==> src/design/mao_pkg.sv <==
/*
  Constants, types and timing for the mirror array output port.
  Assumes a single 20 MHz system clock; all slower rates come from dividers.
*/
// What this block does
// - Bit-plane lanes get a new value on every rising and every falling edge of the data clock.
// - The wide array formats use all 15 data lanes for bit-plane words.
// - The small array format uses 12 lanes and leaves the other three at zero.
// - With normal bit order the small format sits on lanes 11 down to 0.
// - When the bit order register at 0xA7 selects reversal the lane order flips.
// - An active-low load strobe goes out timed with the data clock.
// - A serial control signal goes out timed with the data clock.
// - A toggle rate control signal goes out timed with the data clock.
// - The reset driver output enable is active low and tied to no interface clock.
// - The block makes the forwarded data clock itself from its own divider.
package mao_pkg;
  // lane layout
  localparam int LANES = 15;
  localparam int NHD_LANES = 12;
  localparam logic [14:0] NHD_MASK = 15'h0FFF;
  localparam logic [14:0] LANE_ZERO = 15'h0000;
  // bit order register
  localparam logic [7:0] REG_BUS_SWAP = 8'hA7;
  localparam int SWAP_BIT = 0;
  localparam logic SWAP_RST = 1'b0;
  localparam logic [7:0] REG_RD_ZERO = 8'h00;
  // timing
  localparam int CLK_PERIOD_NS = 50;
  localparam int DCLK_HALF_NS = 100;
  localparam int DCLK_HALF_CYC = (DCLK_HALF_NS + CLK_PERIOD_NS - 1) / CLK_PERIOD_NS;
  localparam logic [3:0] DCLK_LAST = 4'(DCLK_HALF_CYC - 1);
  localparam int SER_HALF_NS = 100;
  localparam int SER_HALF_CYC = (SER_HALF_NS + CLK_PERIOD_NS - 1) / CLK_PERIOD_NS;
  localparam logic [3:0] SER_CYC_LAST = 4'(SER_HALF_CYC - 1);
  localparam logic [3:0] CNT_ZERO = 4'h0;
  // serial bus word
  localparam int SER_BITS = 16;
  localparam logic [4:0] SER_LAST = 5'(SER_BITS - 1);
  localparam logic [4:0] SER_PRE_LAST = 5'(SER_BITS - 2);
  localparam logic [3:0] I2C_BYTE_BITS = 4'h8;
  // array formats
  typedef enum logic {FMT_FULL = 1'b0, FMT_NHD = 1'b1} mao_fmt_type;
  // control port states, gray along idle-recv-ack-send-rack
  typedef enum logic [2:0] {
    I2C_IDLE = 3'h0,
    I2C_RECV = 3'h1,
    I2C_ACK = 3'h3,
    I2C_SEND = 3'h2,
    I2C_RACK = 3'h6
  } mao_i2c_state_type;
endpackage

==> src/design/mao_port.sv <==
/*
  Top of the mirror array output port: DDR bit-plane lanes with their
  forwarded clock and strobes, the serial driver bus and the I2C register.
  Assumes bit-plane words and requests come from logic on CLK; the I2C
  pins come from outside and are synchronised inside the register block.
*/
`timescale 1ns/10ps
`default_nettype none
module mao_port #(
  parameter logic [6:0] I2C_ADDR = 7'h1B // arbitrary target address
) (
  // clock and reset
  input wire logic CLK,
  input wire logic RESET,
  // bit-plane word stream
  input wire logic [14:0] PLANE_WORD,
  input wire logic PLANE_LOAD,
  input wire logic PLANE_SCTRL,
  input wire logic PLANE_TRC,
  input wire logic PLANE_VALID,
  output logic PLANE_READY,
  // array format
  input wire mao_pkg::mao_fmt_type ARRAY_FMT,
  // array data pins
  output logic [14:0] PLANE_DATA_LANE,
  output logic PLANE_DATA_CLOCK,
  output logic PLANE_LOAD_N,
  output logic PLANE_SERIAL_CTRL,
  output logic TOGGLE_RATE_CTRL,
  // reset driver enable
  input wire logic DRV_ENABLE,
  output logic RESET_DRIVER_OUT_EN_N,
  // serial bus words
  input wire logic SER_VALID,
  output logic SER_READY,
  input wire logic [15:0] SER_DRV_WORD,
  input wire logic [15:0] SER_ARRAY_WORD,
  // serial bus pins
  output logic RESET_DRIVER_BUS_DATA,
  output logic RESET_DRIVER_BUS_STROBE,
  output logic ARRAY_CTRL_BUS_DATA,
  output logic ARRAY_CTRL_BUS_CLOCK,
  // I2C control pins
  input wire logic I2C_SCL,
  input wire logic I2C_SDA_IN,
  output logic I2C_SDA_OUT,
  output logic I2C_SDA_OE,
  // status
  output logic BUS_SWAP
);
  import mao_pkg::*;

  typedef struct packed {
    logic [3:0] cnt;
    logic dclk;
    logic [14:0] lane;
    logic load_n;
    logic sctrl;
    logic trc;
    logic oe_n;
  } mao_ddr_type;

  // lanes parked low, strobe idle high, mirror driver disabled
  localparam mao_ddr_type D_RST = '{CNT_ZERO, 1'b0, LANE_ZERO, 1'b1, 1'b0, 1'b0, 1'b1};

  mao_ddr_type s_r, s_nxt;
  logic swap;
  logic launch;
  logic accepted;
  logic [14:0] masked;
  logic [14:0] flipped;
  logic [14:0] lane_map;

  // bit order register behind the I2C pins
  mao_i2c_reg #(
    .DEV_ADDR(I2C_ADDR)
  ) u_i2c (
    .clk(CLK),
    .reset(RESET),
    .scl_in(I2C_SCL),
    .sda_in(I2C_SDA_IN),
    .sda_out(I2C_SDA_OUT),
    .sda_oe(I2C_SDA_OE),
    .swap(swap)
  );

  // reset driver and array control serial bus
  mao_ser_bus u_ser (
    .clk(CLK),
    .reset(RESET),
    .valid(SER_VALID),
    .ready(SER_READY),
    .drv_word(SER_DRV_WORD),
    .arr_word(SER_ARRAY_WORD),
    .drv_data(RESET_DRIVER_BUS_DATA),
    .drv_strobe(RESET_DRIVER_BUS_STROBE),
    .arr_data(ARRAY_CTRL_BUS_DATA),
    .sclk(ARRAY_CTRL_BUS_CLOCK)
  );

  // small format keeps only its low twelve bits, the top three stay zero
  assign masked = (ARRAY_FMT == FMT_NHD) ? (PLANE_WORD & NHD_MASK) : PLANE_WORD;

  // lane reversal, one wire per lane
  for (genvar i = 0; i < LANES; i++) begin : g_flip
    assign flipped[i] = masked[LANES - 1 - i];
  end

  // normal order keeps the word on the low lanes
  assign lane_map = swap ? flipped : masked;

  // a word is taken once per half period of the data clock
  assign launch = (s_r.cnt == CNT_ZERO);
  assign accepted = launch & PLANE_VALID;
  assign PLANE_READY = launch & ~RESET;

  // divider, lane launch and strobes
  always_comb begin
    s_nxt = s_r;
    if (s_r.cnt == DCLK_LAST) begin
      s_nxt.cnt = CNT_ZERO;
      s_nxt.dclk = ~s_r.dclk; // edges fall mid-word
    end else begin
      s_nxt.cnt = s_r.cnt + 4'h1;
    end
    if (launch) begin
      if (PLANE_VALID) begin
        s_nxt.lane = lane_map; // new word every half period
        s_nxt.load_n = ~PLANE_LOAD;
        s_nxt.sctrl = PLANE_SCTRL;
        s_nxt.trc = PLANE_TRC;
      end else begin
        s_nxt.load_n = 1'b1; // no load without a word
        s_nxt.sctrl = 1'b0;
        s_nxt.trc = 1'b0;
      end
    end
    s_nxt.oe_n = ~DRV_ENABLE; // follows request, not any link clock
  end

  // state register
  always_ff @(posedge CLK) begin
    if (RESET) begin
      s_r <= D_RST;
    end else begin
      s_r <= s_nxt;
    end
  end

  // pins straight from flip-flops
  assign PLANE_DATA_LANE = s_r.lane;
  assign PLANE_DATA_CLOCK = s_r.dclk;
  assign PLANE_LOAD_N = s_r.load_n;
  assign PLANE_SERIAL_CTRL = s_r.sctrl;
  assign TOGGLE_RATE_CTRL = s_r.trc;
  assign RESET_DRIVER_OUT_EN_N = s_r.oe_n;
  assign BUS_SWAP = swap;
endmodule
`default_nettype wire

==> src/design/mao_i2c_reg.sv <==
/*
  I2C target holding the bus bit order register.
  Assumes raw SCL and SDA pins from outside; both pass two flip-flops first.
*/
`timescale 1ns/10ps
`default_nettype none
module mao_i2c_reg #(
  parameter logic [6:0] DEV_ADDR = 7'h1B
) (
  // clock and reset
  input wire logic clk,
  input wire logic reset,
  // pins
  input wire logic scl_in,
  input wire logic sda_in,
  output logic sda_out,
  output logic sda_oe,
  // register value
  output logic swap
);
  import mao_pkg::*;
  typedef struct packed {
    logic scl1, scl2, scl3, sda1, sda2, sda3;
    mao_i2c_state_type st;
    logic [7:0] sh;
    logic [3:0] bitc;
    logic [1:0] byten;
    logic rd, hit, drive, swap;
  } mao_i2c_type;
  localparam mao_i2c_type I_RST = '{1'b1, 1'b1, 1'b1, 1'b1, 1'b1, 1'b1, I2C_IDLE,
    8'h00, 4'h0, 2'h0, 1'b0, 1'b0, 1'b0, SWAP_RST};
  mao_i2c_type s_r, s_nxt;
  logic rise, fall, start, stop;
  logic [7:0] rdata;
  // bus events from the second and third sampling stages
  assign rise = s_r.scl2 & ~s_r.scl3;
  assign fall = ~s_r.scl2 & s_r.scl3;
  assign start = s_r.scl2 & s_r.scl3 & s_r.sda3 & ~s_r.sda2;
  assign stop = s_r.scl2 & s_r.scl3 & ~s_r.sda3 & s_r.sda2;
  // next state of the target
  always_comb begin
    rdata = REG_RD_ZERO;
    rdata[SWAP_BIT] = s_r.hit & s_r.swap; // reserved bits read zero
    s_nxt = s_r;
    s_nxt.scl1 = scl_in;
    s_nxt.scl2 = s_r.scl1;
    s_nxt.scl3 = s_r.scl2;
    s_nxt.sda1 = sda_in;
    s_nxt.sda2 = s_r.sda1;
    s_nxt.sda3 = s_r.sda2;
    if (start) begin
      s_nxt.st = I2C_RECV;
      s_nxt.bitc = 4'h0;
      s_nxt.byten = 2'h0;
      s_nxt.drive = 1'b0;
    end else if (stop) begin
      s_nxt.st = I2C_IDLE;
      s_nxt.drive = 1'b0;
    end else begin
      case (s_r.st)
        I2C_IDLE: s_nxt.drive = 1'b0;
        I2C_RECV: begin
          if (rise) begin
            s_nxt.sh = {s_r.sh[6:0], s_r.sda2};
            s_nxt.bitc = s_r.bitc + 4'h1;
          end else if (fall && s_r.bitc == I2C_BYTE_BITS) begin
            s_nxt.bitc = 4'h0;
            s_nxt.st = I2C_ACK;
            s_nxt.drive = 1'b1;
            case (s_r.byten)
              2'h0: begin
                s_nxt.rd = s_r.sh[0];
                if (s_r.sh[7:1] != DEV_ADDR) begin
                  s_nxt.st = I2C_IDLE;
                  s_nxt.drive = 1'b0;
                end
              end
              2'h1: s_nxt.hit = (s_r.sh == REG_BUS_SWAP);
              default: if (s_r.hit) s_nxt.swap = s_r.sh[SWAP_BIT];
            endcase
          end
        end
        I2C_ACK: if (fall) begin
          s_nxt.drive = 1'b0;
          s_nxt.st = I2C_RECV;
          if (s_r.rd && s_r.byten == 2'h0) begin
            s_nxt.st = I2C_SEND;
            s_nxt.sh = rdata;
            s_nxt.drive = ~rdata[7];
            s_nxt.bitc = 4'h0;
          end else if (s_r.byten != 2'h2) begin
            s_nxt.byten = s_r.byten + 2'h1;
          end
        end
        I2C_SEND: begin
          if (rise) begin
            s_nxt.bitc = s_r.bitc + 4'h1;
          end else if (fall) begin
            if (s_r.bitc == I2C_BYTE_BITS) begin
              s_nxt.st = I2C_RACK;
              s_nxt.drive = 1'b0;
            end else begin
              s_nxt.sh = {s_r.sh[6:0], 1'b0};
              s_nxt.drive = ~s_r.sh[6];
            end
          end
        end
        I2C_RACK: begin
          if (rise && s_r.sda2) begin
            s_nxt.st = I2C_IDLE; // master ended the read
          end else if (fall) begin
            s_nxt.st = I2C_SEND;
            s_nxt.sh = rdata;
            s_nxt.drive = ~rdata[7];
            s_nxt.bitc = 4'h0;
          end
        end
        default: s_nxt.st = I2C_IDLE;
      endcase
    end
  end
  // state register
  always_ff @(posedge clk) begin
    if (reset) s_r <= I_RST;
    else s_r <= s_nxt;
  end
  assign sda_out = 1'b0;
  assign sda_oe = s_r.drive;
  assign swap = s_r.swap;
endmodule
`default_nettype wire

==> src/design/mao_ser_bus.sv <==
/*
  Serial bus for the reset driver and array control words.
  Assumes words arrive from logic on the same clock with a valid and ready pair.
*/
`timescale 1ns/10ps
`default_nettype none
module mao_ser_bus (
  // clock and reset
  input wire logic clk,
  input wire logic reset,
  // word request
  input wire logic valid,
  output logic ready,
  input wire logic [15:0] drv_word,
  input wire logic [15:0] arr_word,
  // pins
  output logic drv_data,
  output logic drv_strobe,
  output logic arr_data,
  output logic sclk
);
  import mao_pkg::*;
  typedef struct packed {
    logic [3:0] cnt;
    logic sclk, busy, strobe;
    logic [4:0] bitc;
    logic [15:0] sh_d, sh_a;
  } mao_ser_type;
  localparam mao_ser_type R_RST = '{CNT_ZERO, 1'b0, 1'b0, 1'b0, 5'h00, 16'h0000, 16'h0000};
  mao_ser_type s_r, s_nxt;
  logic tick, falling, more;
  assign tick = (s_r.cnt == SER_CYC_LAST);
  assign falling = tick & s_r.sclk;
  assign more = s_r.busy && (s_r.bitc != SER_LAST);
  assign ready = falling & ~more;
  // free running clock, bits change on its falling edge
  always_comb begin
    s_nxt = s_r;
    s_nxt.cnt = tick ? CNT_ZERO : s_r.cnt + 4'h1;
    if (tick) s_nxt.sclk = ~s_r.sclk;
    if (falling) begin
      if (more) begin
        s_nxt.sh_d = {s_r.sh_d[14:0], 1'b0};
        s_nxt.sh_a = {s_r.sh_a[14:0], 1'b0};
        s_nxt.bitc = s_r.bitc + 5'h01;
        s_nxt.strobe = (s_r.bitc == SER_PRE_LAST); // strobe marks the last bit
      end else if (valid) begin
        s_nxt.sh_d = drv_word;
        s_nxt.sh_a = arr_word;
        s_nxt.bitc = 5'h00;
        s_nxt.busy = 1'b1;
        s_nxt.strobe = 1'b0;
      end else begin
        s_nxt.sh_d = 16'h0000;
        s_nxt.sh_a = 16'h0000;
        s_nxt.busy = 1'b0;
        s_nxt.strobe = 1'b0;
      end
    end
  end
  always_ff @(posedge clk) begin
    if (reset) s_r <= R_RST;
    else s_r <= s_nxt;
  end
  assign drv_data = s_r.sh_d[15];
  assign arr_data = s_r.sh_a[15];
  assign drv_strobe = s_r.strobe;
  assign sclk = s_r.sclk;
endmodule
`default_nettype wire

==> config.mk <==
export PLATFORM = sky130hd
export DESIGN_NAME = mao_port
export DESIGN_NICKNAME = d
export VERILOG_FILES = /design/src/design/mao_pkg.sv /design/src/design/mao_port.sv /design/src/design/mao_i2c_reg.sv /design/src/design/mao_ser_bus.sv
export SDC_FILE = /design/constraint.sdc
export NUM_CORES = 1
export LEC_CHECK = 0
export ABC_AREA = 1
export ABC_CLOCK_PERIOD_IN_PS = 3000
export BUFFER_PORTS_ARGS = -buffer_cell sky130_fd_sc_hd__buf_2
export CAP_MARGIN = 20
export CORE_MARGIN = 2
export CORE_UTILIZATION = 41
export DETAILED_ROUTE_END_ITERATION = 8
export GPL_TIMING_DRIVEN = 0
export PLACE_DENSITY_LB_ADDON = 0.25
export SLEW_MARGIN = 40
export SYNTH_ARGS = -nofsm -noshare
export SYNTH_HDL_FRONTEND = slang
export SYNTH_SLANG_ARGS = --single-unit
export TNS_END_PERCENT = 100
==> constraint.sdc <==
create_clock -name CLK -period 3 [get_ports CLK]
set_clock_uncertainty 0.1 [all_clocks]
set_input_delay 0.3 -clock CLK [delete_from_list [all_inputs] [get_ports CLK]]
set_output_delay 0.3 -clock CLK [all_outputs]
set_load 0.02 [all_outputs]
### Yosys cells after proc, flatten, opt, wreduce, memory -nomap -nowiden

Cells that the tools add are included.

* add/sub/neg operators: 5
* equal/unequal tests: 35
* mux-type cells: 44
* bitwise logic cells: 28
* reductions and logical operators: 27

Operator list (count)
* $pmux 12 s4: 1
* $mux 15: 3
* $mux 38: 1
* $mux 32: 1
* $reduce_and 8->1: 4
* $mux 11: 2
* $mux 17: 1
* $not 1->1: 17
* $mux 8: 2
* $ne 2x1->1 const B: 8
* $ne 4x1->1 const B: 4
* $mux 3: 5
* $pmux 3 s5: 1
* $mux 14: 1
* $mux 2: 7
* $mux 1: 13
* $add 4x1->4 const B: 3
* $mux 12: 1
* $mux 4: 3
* $reduce_and 6->1: 2
* $and 1x1->1: 11
* $reduce_and 11->1: 1
* $ne 2x2->1 const B: 5
* $ne 3x1->1 const B: 3
* other kinds (28): 39

* register bits after elaboration: 95
* input bits: 58
* word-level logic and storage cells: 168

### Longest topological paths before layout

* depth in word-level cells: 8
* mapped depth: 12
* mapped depth without buffers: 12

### Cells and area by module

From an unflattened synthesis, not the netlist that was laid out.

* cells, all modules: 775
* area, all modules: 5066.1 um^2

By module, submodules not included
* mao_ser_bus: times used 1, cells an instance 333, area an instance 2197.1 um^2, sequential area each 880.8 um^2
* mao_i2c_reg: times used 1, cells an instance 243, area an instance 1569.0 um^2, sequential area each 540.5 um^2
* mao_port: times used 1, cells an instance 199, area an instance 1300.0 um^2, sequential area each 480.5 um^2

### Worst setup path before layout

No wires, ideal clock.

* path type: register to register
* start point: reg u_ser.s_r[33] (netlist name)
* end point: reg u_ser.s_r[36] (netlist name)
* library setup time: 0.071 ns
* arrival: 1.669 ns
* data required time: 2.829 ns
* path slack: 1.160 ns
* stages on the path, launching flop included: 10
* buffers on the path: 1
* clock period less this slack: 1.840 ns
* cell sequence: dfxtp_1 > ha_1 > inv_1 > nor2_1 > ha_1 > nor2_1 > nand2_1 > clkbuf_1 > or2_2 > a21oi_1

* longest elaborated chain between the ends: 4

RTL lines
* start, declared: line mao_ser_bus.sv:30 `mao_ser_type s_r, s_nxt;`
* start signal, assigned: line mao_ser_bus.sv:63 `else s_r <= s_nxt;`
* parallel branches: the longest is 4 deep, another holds $add 5x1->5

Several ways; the timed one is not identified.
A chain may end at the register's enable or synchronous reset.

### Final worst setup path

* start point: reg u_ser.s_r[33] (netlist name)
* end point: out SER_READY

* longest elaborated chain between the ends: 4

RTL lines
* $ne 5x4->1: line mao_ser_bus.sv:34 `assign more = s_r.busy && (s_r.bitc != SER_LAST);`
* $logic_and 1x1->1: line mao_ser_bus.sv:34
* $not 1->1 (no source line)
* $and 1x1->1: line mao_ser_bus.sv:35 `assign ready = falling & ~more;`
* end, declared: line mao_port.sv:35 `output logic SER_READY,`

No other way between the ends.

==> out/metrics.yaml <==
timing.slew.headroom: 0.548
max_freq_ghz: 0.457
max_cap_violations: 0
path_clk_slew_ns: 0.07
yosysSeqAreaShare: 0.406
synth_nets: 722
ir_drop_uv: 331
cts_buffers: 9
first_pass_iters: 5
cts_setup_buffers: 0
syn-cell-area_sq_um: 4690
cts_hold_buf: 0
start_util: 0.416
wire_per_inst_um: 12.6
synth_flop_cell: "dfxtp_1"
syn_to_final_growth_pct: 18.7
cts_tree: "done"
dp_hpwl_um: 8340
place_area_sq_um: 5290
antenna_left: 0
end_kind: "output port"
cp-start-kind: "flip-flop"
final-hold-violation-count: 0
tightest_slew_ns: 0.678
grt_max_degree: 17
synth_area_leaders: "dfxtp_1, nand2_1, nor2_1, a21oi_1, inv_1"
worstPathArrival_ns: 1.79
period_minus_slack_ns: 2.19
cts_resized: 0
die_w_um: 111
htreeDepth: 3
synth_edf_count: 0
portBuffers: 84
root_buffer: "clkbuf_16"
ys_seq_elements: 95
dieArea_sq_um: 12300
cp_max_fo: 9
core_sq_um: 11300
hold_depth: 2
post-route-period-util: 0.729
clockBufferDepth: 2
syn_inst: 651
grt_usage: 0.185
p_leak_nw: 2.45
clock-sinks: 95
synth-xor-area-share: 0.0131
finish.instance_area_sq_um: 5560
r2r_cells: 9
grt_pass1_vias: 4219
hold_class: "primary input to flip-flop"
status: "complete, no violations"
finalSetupViolCount: 0
power.density_nw_per_um2: 577
dieHeight_um: 111
synth.top_cell.area_share: 0.406
utilization: 0.493
max_stage_delay_ns: 0.39
antenna_cells: 0
ioPinCount: 87
fillers: 1131
num_vias: 4414
core.rowCount: 39
synthAdderAreaFrac: 0.0347
slowest_stage: "dfxtp_1"
hold-worst-slack_ns: 0.0179
crit_required_ns: 2.60
finalSetupTns_ns: 0
synthArstFlopShare: 0
yosys-top-cells-count: "nand2_1, dfxtp_1, nor2_1, inv_1, a21oi_1"
drc: 0
yosys.area_share.simple: 0.290
place.gp.congestion: 0.895
synth_warnings: 0
clk_latency_ns: 0.35
routed_via_density: 4.94
ys_types: 39
synth_top_family_by_area: "simple AND/OR/NAND/NOR gates"
slew_violations: 0
synthMuxAreaShare: 0
grt_overflow_total: 0
drt-initial-drc-count: 227
crit_type: "flip-flop to output port"
antenna_found_initial: 0
final_nets: 817
path_cells: "ha_1 -> inv_1 -> nor2_1 -> ha_1 -> nor2_1 -> nor2_4 -> buf_2"
grt_first_pass_wirelength_um: 19000
fin_ws_ns: 0.814
synth_compound_gate_area_share: 0.154
drive_above_1_share: 0.214
synth_area_per_cell_sq_um: 7.20
synth_most_common_cell: "nand2_1"
dp_slack_ns: 0.897
yosysTopAreaCell: "dfxtp_1"
wl_um: 11200
rsz0062_at_grt: "no"
==> layout make-up <==
| class | count | area, sq um | share of cell area |
|---|---|---|---|
| plain buffers | 40 | 234 | 0.0421 |
| flip-flops and latches | 95 | 1900 | 0.342 |
| well taps | 143 | 179 | 0.0322 |
| clock buffers | 11 | 233 | 0.0418 |
| repair buffers | 84 | 420 | 0.0756 |
| inverters | 65 | 245 | 0.0441 |
| multi-input cells | 451 | 2310 | 0.415 |
| clock inverters | 5 | 42.5 | 0.00765 |
==> per-layer routing <==
| layer | up-vias | wire length [um] | global-route usage |
|---|---|---|---|
| met5 | - | 0 | 0 |
| met4 | 0 | 132 | 0.0600 |
| met2 | 105 | 5180 | 0.310 |
| li1 | 2278 | - | - |
| met1 | 2018 | 5400 | 0.238 |
| met3 | 13 | 517 | 0.0377 |
==> kinds of logic (layout without fill, tap and decap cells) <==
family                   after synthesis  count (layout)
AND/OR/NAND/NOR                      313             313
AO/OA/AOI/OAI                        117             117
buffers and inverters                105             205
flip-flops                            95              95
adder cells (fa/ha/maj)               13              13
XOR/XNOR                               7               7
other                                  1               1
==> state kept, by name, summed over array words and instances (netlist names) <==
| name | flops |
|---|---|
| u_i2c.swap | 1 |
| s_r | 4 |
| u_ser.sclk | 1 |
| u_ser.arr_data | 1 |
| u_i2c.s_nxt | 4 |
| u_ser.drv_data | 1 |
| u_ser.drv_strobe | 1 |
| u_i2c.sda_oe | 1 |
| u_i2c.s_r | 21 |
| PLANE_DATA_LANE | 15 |
| u_ser.s_r | 40 |
| PLANE_DATA_CLOCK | 1 |
| PLANE_SERIAL_CTRL | 1 |
| RESET_DRIVER_OUT_EN_N | 1 |
| TOGGLE_RATE_CTRL | 1 |
| PLANE_LOAD_N | 1 |
==> critical path: cells and delay by family, from the launching register on <==
kind	cells	cell delay, ns
and+or+nand+nor	3	0.46
DFF	1	0.39
buffers and inverters	2	0.27
adders and majority gates	2	0.32
==> where the power goes <==
part	switching (W)	internal, W
sequential	0.0000669	0.00137
combinational	0.000442	0.000254
clock	0.000508	0.000573
==> final timing paths <==
| path | start | to | slack (ns) |
|---|---|---|---|
| hold reg to reg | u_i2c.s_nxt[22] | u_i2c.s_nxt[21] | 0.31 |
| setup / recovery | u_ser.s_r[33] | SER_READY | 0.81 |
| hold / removal | DRV_ENABLE | RESET_DRIVER_OUT_EN_N | 0.02 |
| setup reg to reg | u_ser.s_r[33] | u_ser.s_r[36] | 0.88 |
==> stage by stage <==
| stage | total power, W | instances |
|---|---|---|
| final | 0.00321 | 894 |
| after floorplan | 0.00195 | 651 |
| after global routing | 0.00340 | 894 |
| after detailed placement | 0.00215 | 878 |
| after global placement | 0.00213 | 878 |
| after CTS | 0.00324 | 894 |
==> cells in the final DEF, fill, tap and decap left out, types with 17 or more instances in the layout <==
cell      count
nand2_1     168
dfxtp_1      95
buf_2        87
nor2_1       69
inv_1        59
a21oi_1      49
nand3_1      39
o21ai_0      29
clkbuf_1     21
buf_4        17
(Power assumes the default switching activity.)
